File: src/verilog/sbc_pkg.sv
package sbc_pkg;

    // ****************************************
    // Timing
    // ****************************************
    localparam real CLK_PERIOD_NS   = 5.0;
    localparam real OFF_MIN_US      = 18.96;
    localparam real OFF_MAX_US      = 28.95;
    localparam int  OFF_MIN_CYC     = int'($ceil(OFF_MIN_US * 1000.0 / CLK_PERIOD_NS));
    localparam int  OFF_MAX_CYC_DEF = int'($floor(OFF_MAX_US * 1000.0 / CLK_PERIOD_NS));
    localparam int  SETTLE_BASE_DEF = 256;
    localparam int  CNT_W           = 24;

    localparam logic [CNT_W-1:0] WAIT_XTAL_VEC  = 24'h00000A;
    localparam logic [CNT_W-1:0] WAIT_XTAL_NVEC = 24'h000004;
    localparam logic [CNT_W-1:0] WAIT_INT_VEC   = 24'h000007;
    localparam logic [CNT_W-1:0] WAIT_INT_NVEC  = 24'h000001;

    // ****************************************
    // Register map
    // ****************************************
    localparam logic [7:0] OFS_CTRL   = 8'h00;
    localparam logic [7:0] OFS_STATUS = 8'h04;

    localparam int CTRL_WD_STBY   = 0;
    localparam int CTRL_WD_EN     = 1;
    localparam int CTRL_XTAL      = 2;
    localparam int CTRL_SEL_LO    = 4;
    localparam int SEL_W          = 3;

    localparam int STAT_SLEEP     = 0;
    localparam int STAT_INTERMEDIATE_WAKEUP_STATE    = 1;
    localparam int STAT_SETTLED   = 2;
    localparam int STAT_ELAPSE_LO = 8;

    localparam logic [31:0] CTRL_RESET = 32'h00000000;

    localparam logic [1:0] HTRANS_NONSEQ = 2'h2;
    localparam logic       HRESP_OKAY    = 1'h0;

    typedef enum logic [2:0] {
        ST_RUN,
        ST_STOP,
        ST_INTERMEDIATE_WAKEUP_STATE,
        ST_SETTLE,
        ST_WAIT
    } sbc_state_t;

endpackage

File: src/verilog/sbc_if.sv
`timescale 1ns/1ps
interface sbc_if (
    input wire logic hclk,
    input wire logic hresetn
);
    logic stop_req;
    logic wake_req;
    logic ack_en;
    logic cpu_clk_on;
    logic take_vector;
    logic resume_next;

    modport dev_mp (
        input  stop_req,
        input  wake_req,
        input  ack_en,
        output cpu_clk_on,
        output take_vector,
        output resume_next
    );

    modport host_mp (
        output stop_req,
        output wake_req,
        output ack_en,
        input  cpu_clk_on,
        input  take_vector,
        input  resume_next
    );
endinterface

File: src/verilog/stop_mode_standby_control.sv
`timescale 1ns/1ps
module stop_mode_standby_control #(
    parameter int OFF_MAX_CYC = sbc_pkg::OFF_MAX_CYC_DEF,
    parameter int SETTLE_BASE = sbc_pkg::SETTLE_BASE_DEF
) (
    input  wire logic        hclk,
    input  wire logic        hresetn,
    sbc_if.dev_mp            cpu,
    input  wire logic        hsel,
    input  wire logic [31:0] haddr,
    input  wire logic [1:0]  htrans,
    input  wire logic        hwrite,
    input  wire logic [2:0]  hsize,
    input  wire logic [31:0] hwdata,
    input  wire logic        hready,
    output logic             hreadyout,
    output logic [31:0]      hrdata,
    output logic             hresp,
    input  wire logic        adc_trigger,
    input  wire logic        serial0_rx_trigger,
    input  wire logic        intermediate_wakeup_state_done,
    output logic             wdt_run,
    output logic             slow_osc_run,
    output logic             adc_wake_en,
    output logic             serial0_wake_en,
    output logic             serial_other_en,
    output logic             two_wire_match_en,
    output logic             auto_halt,
    output logic             always_on_en,
    output logic             intermediate_wakeup_state_active
);

    // ****************************************
    // Helpers
    // ****************************************
    function automatic logic [sbc_pkg::CNT_W-1:0] settle_cycles(
        input logic [sbc_pkg::SEL_W-1:0] sel
    );
        settle_cycles = sbc_pkg::CNT_W'(SETTLE_BASE) << sel;
    endfunction

    function automatic logic [sbc_pkg::CNT_W-1:0] off_cycles(
        input logic [sbc_pkg::SEL_W-1:0] sel
    );
        logic [sbc_pkg::CNT_W-1:0] s;
        s = settle_cycles(sel);
        off_cycles = (s < sbc_pkg::CNT_W'(sbc_pkg::OFF_MIN_CYC))
                     ? sbc_pkg::CNT_W'(sbc_pkg::OFF_MIN_CYC) : s;
    endfunction

    // ****************************************
    // Register bus
    // ****************************************
    logic [31:0]                ctrl_ff, nxt_ctrl;
    logic                       wr_pend_ff, nxt_wr_pend;
    logic [7:0]                 wr_addr_ff, nxt_wr_addr;
    logic [31:0]                hrdata_ff, nxt_hrdata;
    logic [sbc_pkg::CNT_W-1:0]  elapse_ff, nxt_elapse;
    logic                       settled_ff, nxt_settled;
    sbc_pkg::sbc_state_t        state_ff, nxt_state;

    logic                        stby;
    logic                        xtal;
    logic [sbc_pkg::SEL_W-1:0]   sel;
    logic                        addr_ok;

    assign stby    = ctrl_ff[sbc_pkg::CTRL_WD_STBY];
    assign xtal    = ctrl_ff[sbc_pkg::CTRL_XTAL];
    assign sel     = ctrl_ff[sbc_pkg::CTRL_SEL_LO +: sbc_pkg::SEL_W];
    assign addr_ok = hsel && hready && (htrans == sbc_pkg::HTRANS_NONSEQ);

    always_comb begin
        nxt_ctrl    = ctrl_ff;
        nxt_wr_pend = addr_ok && hwrite;
        nxt_wr_addr = addr_ok ? haddr[7:0] : wr_addr_ff;
        nxt_hrdata  = hrdata_ff;
        if (wr_pend_ff && (wr_addr_ff == sbc_pkg::OFS_CTRL)) begin
            nxt_ctrl = hwdata;
            if (stby && ctrl_ff[sbc_pkg::CTRL_WD_EN]) begin
                nxt_ctrl[sbc_pkg::CTRL_WD_EN] = 1'b1;
            end
        end
        if (addr_ok && !hwrite) begin
            nxt_hrdata = '0;
            if (haddr[7:0] == sbc_pkg::OFS_CTRL) begin
                nxt_hrdata = ctrl_ff;
            end else if (haddr[7:0] == sbc_pkg::OFS_STATUS) begin
                nxt_hrdata[sbc_pkg::STAT_SLEEP]   = (state_ff != sbc_pkg::ST_RUN);
                nxt_hrdata[sbc_pkg::STAT_INTERMEDIATE_WAKEUP_STATE]  = (state_ff == sbc_pkg::ST_INTERMEDIATE_WAKEUP_STATE);
                nxt_hrdata[sbc_pkg::STAT_SETTLED] = settled_ff;
                nxt_hrdata[sbc_pkg::STAT_ELAPSE_LO +: sbc_pkg::CNT_W] = elapse_ff;
            end
        end
    end

    always_ff @(posedge hclk or negedge hresetn) begin
        if (!hresetn) begin
            ctrl_ff    <= sbc_pkg::CTRL_RESET;
            wr_pend_ff <= 1'b0;
            wr_addr_ff <= '0;
            hrdata_ff  <= '0;
        end else begin
            ctrl_ff    <= nxt_ctrl;
            wr_pend_ff <= nxt_wr_pend;
            wr_addr_ff <= nxt_wr_addr;
            hrdata_ff  <= nxt_hrdata;
        end
    end

    assign hrdata    = hrdata_ff;
    assign hreadyout = 1'b1;
    assign hresp     = sbc_pkg::HRESP_OKAY;

    // ****************************************
    // Sleep sequencer
    // ****************************************
    logic [sbc_pkg::CNT_W-1:0] cnt_ff, nxt_cnt;
    logic                      quick_ff, nxt_quick;
    logic                      clk_on_ff, nxt_clk_on;
    logic                      vec_ff, nxt_vec;
    logic                      res_ff, nxt_res;
    logic [sbc_pkg::CNT_W-1:0] wait_len;

    assign wait_len = xtal ? (cpu.ack_en ? sbc_pkg::WAIT_XTAL_VEC
                                         : sbc_pkg::WAIT_XTAL_NVEC)
                           : (cpu.ack_en ? sbc_pkg::WAIT_INT_VEC : sbc_pkg::WAIT_INT_NVEC);

    always_comb begin
        nxt_state   = state_ff;
        nxt_cnt     = cnt_ff;
        nxt_quick   = quick_ff;
        nxt_vec     = 1'b0;
        nxt_res     = 1'b0;
        nxt_elapse  = elapse_ff;
        nxt_settled = settled_ff;
        unique case (state_ff)
            sbc_pkg::ST_RUN: begin
                if (cpu.stop_req) begin
                    nxt_elapse  = '0;
                    nxt_settled = 1'b0;
                    if (cpu.wake_req) begin
                        nxt_state = sbc_pkg::ST_SETTLE;
                        nxt_cnt   = settle_cycles(sel);
                        nxt_quick = 1'b1;
                    end else begin
                        nxt_state = sbc_pkg::ST_STOP;
                        nxt_quick = 1'b0;
                    end
                end
            end
            sbc_pkg::ST_STOP, sbc_pkg::ST_INTERMEDIATE_WAKEUP_STATE: begin
                if (cpu.wake_req) begin
                    nxt_state = sbc_pkg::ST_SETTLE;
                    nxt_cnt   = xtal ? off_cycles(sel) : settle_cycles(sel);
                end else if (state_ff == sbc_pkg::ST_STOP) begin
                    if (adc_trigger || serial0_rx_trigger) begin
                        nxt_state = sbc_pkg::ST_INTERMEDIATE_WAKEUP_STATE;
                    end
                end else if (intermediate_wakeup_state_done) begin
                    nxt_state = sbc_pkg::ST_STOP;
                end
            end
            sbc_pkg::ST_SETTLE: begin
                if (elapse_ff != '1) begin
                    nxt_elapse = elapse_ff + 1'b1;
                end
                if (cnt_ff <= 1) begin
                    nxt_settled = 1'b1;
                    if (quick_ff) begin
                        nxt_state = sbc_pkg::ST_RUN;
                        nxt_vec   = cpu.ack_en;
                        nxt_res   = !cpu.ack_en;
                    end else begin
                        nxt_state = sbc_pkg::ST_WAIT;
                        nxt_cnt   = wait_len;
                    end
                end else begin
                    nxt_cnt = cnt_ff - 1'b1;
                end
            end
            sbc_pkg::ST_WAIT: begin
                if (cnt_ff <= 1) begin
                    nxt_state = sbc_pkg::ST_RUN;
                    nxt_vec   = cpu.ack_en;
                    nxt_res   = !cpu.ack_en;
                end else begin
                    nxt_cnt = cnt_ff - 1'b1;
                end
            end
            default: begin
                nxt_state = sbc_pkg::ST_RUN;
            end
        endcase
        nxt_clk_on = (nxt_state == sbc_pkg::ST_RUN) || (nxt_state == sbc_pkg::ST_WAIT)
                     || (nxt_state == sbc_pkg::ST_SETTLE && nxt_quick);
    end

    always_ff @(posedge hclk or negedge hresetn) begin
        if (!hresetn) begin
            state_ff   <= sbc_pkg::ST_RUN;
            cnt_ff     <= '0;
            quick_ff   <= 1'b0;
            clk_on_ff  <= 1'b1;
            vec_ff     <= 1'b0;
            res_ff     <= 1'b0;
            elapse_ff  <= '0;
            settled_ff <= 1'b1;
        end else begin
            state_ff   <= nxt_state;
            cnt_ff     <= nxt_cnt;
            quick_ff   <= nxt_quick;
            clk_on_ff  <= nxt_clk_on;
            vec_ff     <= nxt_vec;
            res_ff     <= nxt_res;
            elapse_ff  <= nxt_elapse;
            settled_ff <= nxt_settled;
        end
    end

    assign cpu.cpu_clk_on  = clk_on_ff;
    assign cpu.take_vector = vec_ff;
    assign cpu.resume_next = res_ff;

    // ****************************************
    // Peripheral gating
    // ****************************************
    logic gate_wdt_ff, nxt_gate_wdt;
    logic gate_lo_ff, nxt_gate_lo;
    logic gate_sleep_ff, nxt_gate_sleep;
    logic gate_snz_ff, nxt_gate_snz;

    always_comb begin
        nxt_gate_sleep = (nxt_state == sbc_pkg::ST_STOP) || (nxt_state == sbc_pkg::ST_INTERMEDIATE_WAKEUP_STATE);
        nxt_gate_snz   = (nxt_state == sbc_pkg::ST_INTERMEDIATE_WAKEUP_STATE);
        nxt_gate_wdt   = nxt_ctrl[sbc_pkg::CTRL_WD_EN] && (!nxt_gate_sleep || stby);
        nxt_gate_lo    = !nxt_gate_sleep || stby;
    end

    always_ff @(posedge hclk or negedge hresetn) begin
        if (!hresetn) begin
            gate_wdt_ff   <= 1'b0;
            gate_lo_ff    <= 1'b1;
            gate_sleep_ff <= 1'b0;
            gate_snz_ff   <= 1'b0;
        end else begin
            gate_wdt_ff   <= nxt_gate_wdt;
            gate_lo_ff    <= nxt_gate_lo;
            gate_sleep_ff <= nxt_gate_sleep;
            gate_snz_ff   <= nxt_gate_snz;
        end
    end

    assign wdt_run           = gate_wdt_ff;
    assign slow_osc_run      = gate_lo_ff;
    assign adc_wake_en       = gate_sleep_ff;
    assign serial0_wake_en   = gate_sleep_ff;
    assign serial_other_en   = !gate_sleep_ff;
    assign two_wire_match_en = gate_sleep_ff;
    assign auto_halt         = gate_sleep_ff;
    assign always_on_en      = hresetn;
    assign intermediate_wakeup_state_active     = gate_snz_ff;

endmodule

File: src/flat_wrapper.sv
// flat-port wrapper written by rule: the top's interface ports become plain ports
module stop_mode_standby_control_flat 
#(
    parameter int OFF_MAX_CYC = sbc_pkg::OFF_MAX_CYC_DEF,
    parameter int SETTLE_BASE = sbc_pkg::SETTLE_BASE_DEF
)
  (hclk, hresetn, hsel, haddr, htrans, hwrite, hsize, hwdata, hready, hreadyout, hrdata, hresp, adc_trigger, serial0_rx_trigger, intermediate_wakeup_state_done, wdt_run, slow_osc_run, adc_wake_en, serial0_wake_en, serial_other_en, two_wire_match_en, auto_halt, always_on_en, intermediate_wakeup_state_active, cpu_stop_req, cpu_wake_req, cpu_ack_en, cpu_cpu_clk_on, cpu_take_vector, cpu_resume_next);
  sbc_if cpu_i (.hclk(hclk), .hresetn(hresetn));
  input  wire logic hclk;
  input  wire logic hresetn;
  input  wire logic hsel;
  input  wire logic [31:0] haddr;
  input  wire logic [1:0] htrans;
  input  wire logic hwrite;
  input  wire logic [2:0] hsize;
  input  wire logic [31:0] hwdata;
  input  wire logic hready;
  output logic hreadyout;
  output logic [31:0] hrdata;
  output logic hresp;
  input  wire logic adc_trigger;
  input  wire logic serial0_rx_trigger;
  input  wire logic intermediate_wakeup_state_done;
  output logic wdt_run;
  output logic slow_osc_run;
  output logic adc_wake_en;
  output logic serial0_wake_en;
  output logic serial_other_en;
  output logic two_wire_match_en;
  output logic auto_halt;
  output logic always_on_en;
  output logic intermediate_wakeup_state_active;
  input wire logic [$bits(cpu_i.stop_req)-1:0] cpu_stop_req;
  input wire logic [$bits(cpu_i.wake_req)-1:0] cpu_wake_req;
  input wire logic [$bits(cpu_i.ack_en)-1:0] cpu_ack_en;
  output wire logic [$bits(cpu_i.cpu_clk_on)-1:0] cpu_cpu_clk_on;
  output wire logic [$bits(cpu_i.take_vector)-1:0] cpu_take_vector;
  output wire logic [$bits(cpu_i.resume_next)-1:0] cpu_resume_next;
  assign cpu_i.stop_req = cpu_stop_req;
  assign cpu_i.wake_req = cpu_wake_req;
  assign cpu_i.ack_en = cpu_ack_en;
  assign cpu_cpu_clk_on = cpu_i.cpu_clk_on;
  assign cpu_take_vector = cpu_i.take_vector;
  assign cpu_resume_next = cpu_i.resume_next;
  stop_mode_standby_control #(.OFF_MAX_CYC(OFF_MAX_CYC), .SETTLE_BASE(SETTLE_BASE)) u_core (.hclk(hclk), .hresetn(hresetn), .cpu(cpu_i), .hsel(hsel), .haddr(haddr), .htrans(htrans), .hwrite(hwrite), .hsize(hsize), .hwdata(hwdata), .hready(hready), .hreadyout(hreadyout), .hrdata(hrdata), .hresp(hresp), .adc_trigger(adc_trigger), .serial0_rx_trigger(serial0_rx_trigger), .intermediate_wakeup_state_done(intermediate_wakeup_state_done), .wdt_run(wdt_run), .slow_osc_run(slow_osc_run), .adc_wake_en(adc_wake_en), .serial0_wake_en(serial0_wake_en), .serial_other_en(serial_other_en), .two_wire_match_en(two_wire_match_en), .auto_halt(auto_halt), .always_on_en(always_on_en), .intermediate_wakeup_state_active(intermediate_wakeup_state_active));
endmodule
File: config.mk
export PLATFORM = sky130hd
export DESIGN_NAME = stop_mode_standby_control_flat
export DESIGN_NICKNAME = d
export VERILOG_FILES = /design/src/verilog/sbc_pkg.sv /design/src/verilog/sbc_if.sv /design/src/verilog/stop_mode_standby_control.sv /design/src/flat_wrapper.sv
export SDC_FILE = /design/constraint.sdc
export NUM_CORES = 1
export LEC_CHECK = 0
export BUFFER_PORTS_ARGS = -buffer_cell sky130_fd_sc_hd__buf_2
export CAP_MARGIN = 20
export CORE_UTILIZATION = 45
export DETAILED_ROUTE_END_ITERATION = 7
export PLACE_DENSITY = 0.67
export SYNTH_ARGS = -nofsm -noshare
export SYNTH_HDL_FRONTEND = slang
export SYNTH_SLANG_ARGS = --single-unit
File: constraint.sdc
create_clock -name hclk -period 3.5 [get_ports hclk]
set_input_delay 0.525 -clock hclk [delete_from_list [all_inputs] [get_ports hclk]]
set_output_delay 0.525 -clock hclk [all_outputs]
set_load 0.01 [all_outputs]
==> results.cfg <==
[global_route]
grt_max_degree = 134
grt_pass1_vias = 5273
track_usage_pct = 22.3
grt.overflow.total = 0
grt_antenna_before_repair = 0
grt_pass1_wl_um = 25600

[power_and_ir_drop]
p_total_uw = 5660
p_int_uw = 3680
p_per_area_nw_per_um2 = 729
power.switching_uw = 1980
p_clk_share_pct = 32.8
power.leakage_uw = 0.00358
power_frac_seq_pct = 36.3
swShare_pct = 35.1
peakVddDrop_mv = 0.429
p_comb_share_pct = 31.0

[placement]
port_buffers = 96
gp_routability_congestion = 0.846
place_area_um2 = 7140
dp_slack_ns = 0.670
dp_hpwl_um = 10600

[route]
num_vias = 5262
ant_nets = 0
drtIter0Drc = 220
drt_first_pass_iters = 5
routed_via_density = 5.74
routed_wl_um = 15600
drc = 0
wl_per_cell_um = 17.0

[die]
core.rowCount = 43
design.core.area_um2 = 14000
die_h_um = 122
io_pins = 126
start_util_pct = 46.6
fp.dieW_um = 122
dieArea_um2 = 15000

[job]
cap_violations = 0

[sta]
finClkSkew_ns = 0.00774
rsz0062_at_grt = false
setup_ws_ns = 0.597
final-hold-violation-count = 0
whs_ns = 0.184
fin_crit_ns = 2.90
fmax_mhz = 344
maxSlewViolCount = 0
tightest_slew_ns = 0.907
fin_crit_sh_pct = 83.0
slew_headroom_pct = 39.5
tns_ns = 0
setup_viol = 0

[worst_setup_path]
critPathKind = reg2reg
path_cells = nor4_1 -> o211ai_1 -> or3_1 -> a21oi_4 -> o21ai_0 -> a22o_1
crit_family = compound AO/OA/AOI/OAI gates
cp_max_fo = 18
reg2reg_from = u_core.cnt_ff[10]$_DFFE_PN0P_
startpoint = u_core.cnt_ff[10]$_DFFE_PN0P_
start_kind = flip-flop
worstPathRequired_ns = 3.80
worst-path-buf-inv = 0
cp_slowest_stage_delay_ns = 0.61
cp.arrival_ns = 3.21
critPathSlowestCell = or3_1
end_kind = flip-flop

[synthesis]
synth_compound_area_share_pct = 13.7
ys_ff_latch = 133
synth_cells = 633
ys_seq_area_share_pct = 51.2
synth_top_family_by_area = simple AND/OR/NAND/NOR gates
syn_nets = 717
netlist_area_um2 = 6510
synthSimpleGateAreaFrac_pct = 16.4
synthTopCellsByArea = dfrtp_1, mux2_2, o21ai_0, mux2i_1, nand2_1
synth.avg_cell_area_um2 = 10.3
yosysTopAreaCellShare_pct = 50.0
synth_mux_area_share_pct = 11.1
synth-main-ff-cell = dfrtp_1
ys_async_sr_fraction_pct = 100
synth_xor_area_share_pct = 2.56
yosys_warnings = 0
ys_types = 64
synthAdderAreaFrac_pct = 0.768
synth_top_area_cell = dfrtp_1
synth-edff-count = 0

[cts]
cts_sinks = 133
cts.htree.levels = 4
clk_pin_slew_ns = 0.06
cts_root_buf = clkbuf_16
ctsHoldBuffers = 0
insertion_delay_ns = 0.42
clock_path_buffers = 2
cts_tree = yes
cts_made_buffers = 17
cts_setup_buffers = 0
ctsResizeCount = 0

[layout]
multi_input_area_um2 = 2900
n_fill_cell = 1262
seq_area_um2 = 3330
finalNetCount = 807
fin_area_um2 = 7760
area_growth_pct = 19.2
antenna_cells = 0
drive_gt1_share_pct = 27.0

[hold_path]
min_path_type = in2async

[run_status]
status = complete, no violations
## cell usage after synthesis, types with 3 or more instances
cell type	n
inv_1	20
nor3_1	26
xor2_1	7
buf_4	7
nand4_1	10
nor2_1	47
nand3_1	12
dfstp_2	3
o31ai_1	4
nor4_1	10
or4_1	8
mux2i_1	26
a31oi_1	9
o211ai_1	4
o21ai_1	4
nand2_1	49
buf_6	3
xnor2_1	12
o22ai_1	6
or3_1	10
mux2_2	41
dfrtp_1	130
nor2b_1	3
clkbuf_1	26
a21oi_1	29
and3_1	6
o21ai_0	53
o2bb2ai_1	6
ha_1	4
a22o_1	11
## layout make-up
| class | instances | share of cell area, % |
|---|---|---|
| inverter | 20 | 0.967 |
| clock buffer | 21 | 6.06 |
| multi-input combinational | 440 | 37.4 |
| sequential | 133 | 42.9 |
| timing repair buffer | 111 | 7.83 |
| clock inverter | 11 | 1.92 |
| tap | 180 | 2.90 |
## power groups by stage
stage / logic [uW] / registers, uW / clock network (uW)
finish: 1750 / 2050 / 1850
global route: 1950 / 2090 / 1940
CTS: 1740 / 2050 / 1880
detailed placement: 1720 / 2070 / 0
global placement: 1660 / 2060 / 0
floorplan: 1320 / 1990 / 0
## worst paths after layout
kind / depth (start not counted) / slack, ns / endpoint
min in group hclk: 2 / 0.33 / u_core.ctrl_ff[24]$_DFFE_PN0P_
worst max register to register: 6 / 0.60 / u_core.cnt_ff[10]$_DFFE_PN0P_
max in group asynchronous: 2 / 2.73 / u_core.cnt_ff[14]$_DFFE_PN0P_
worst max-delay path: 6 / 0.60 / u_core.cnt_ff[10]$_DFFE_PN0P_
worst min register to register: 2 / 0.48 / u_core.hrdata[9]$_DFFE_PN0P_
worst min-delay path: 2 / 0.18 / u_core.hrdata[5]$_DFFE_PN0P_
## placed cells by master, fill, tap and decap left out, types with 11 or more instances in the layout
| cell type | n |
|---|---|
| nor2_1 | 47 |
| nand3_1 | 12 |
| o21ai_0 | 53 |
| dfrtp_1 | 130 |
| mux2_2 | 41 |
| buf_4 | 15 |
| a21oi_1 | 29 |
| inv_1 | 20 |
| mux2i_1 | 26 |
| a22o_1 | 11 |
| nor3_1 | 26 |
| buf_2 | 95 |
| clkbuf_16 | 17 |
| nand2_1 | 49 |
| xnor2_1 | 12 |
## logic make-up after synthesis
| group | count (synthesis) |
|---|---|
| and+or+nand+nor | 205 |
| AOI/OAI and AO/OA | 143 |
| DFF | 133 |
| muxes | 67 |
| buffers and inverters | 60 |
| xor gates and xnor gates | 19 |
| adders and majority gates | 4 |
| other | 2 |
## registers in the layout, indices dropped and copies added (netlist names)
register                                 flops
u_core.intermediate_wakeup_state_active      1
u_core.cpu.take_vector                       1
u_core.wdt_run                               1
u_core.settled_ff                            1
u_core.elapse_ff                            24
u_core.slow_osc_run                          1
u_core.state_ff                              3
u_core.quick_ff                              1
u_core.hrdata                               32
u_core.cnt_ff                               24
u_core.cpu.resume_next                       1
u_core.cpu.cpu_clk_on                        1
u_core.wr_pend_ff                            1
u_core.adc_wake_en                           1
u_core.wr_addr_ff                            8
u_core.ctrl_ff                              32
## per-stage QoR
stage | util [%] | instances
floorplan | - | 633
global placement | 51.1 | 884
detailed placement | 51.1 | 884
CTS | 55.5 | 916
global route | 55.5 | 916
finish | 55.5 | 916
## layer usage
layer  part of all wire (%)  wire length, um  GRT usage (%)
met2                     51             8010           38.7
met4                    1.6              245           8.92
met5                      0                0              0
met1                     42             6610           26.6
met3                    4.4              692           4.97
Power figures use the tool's default switching activity.
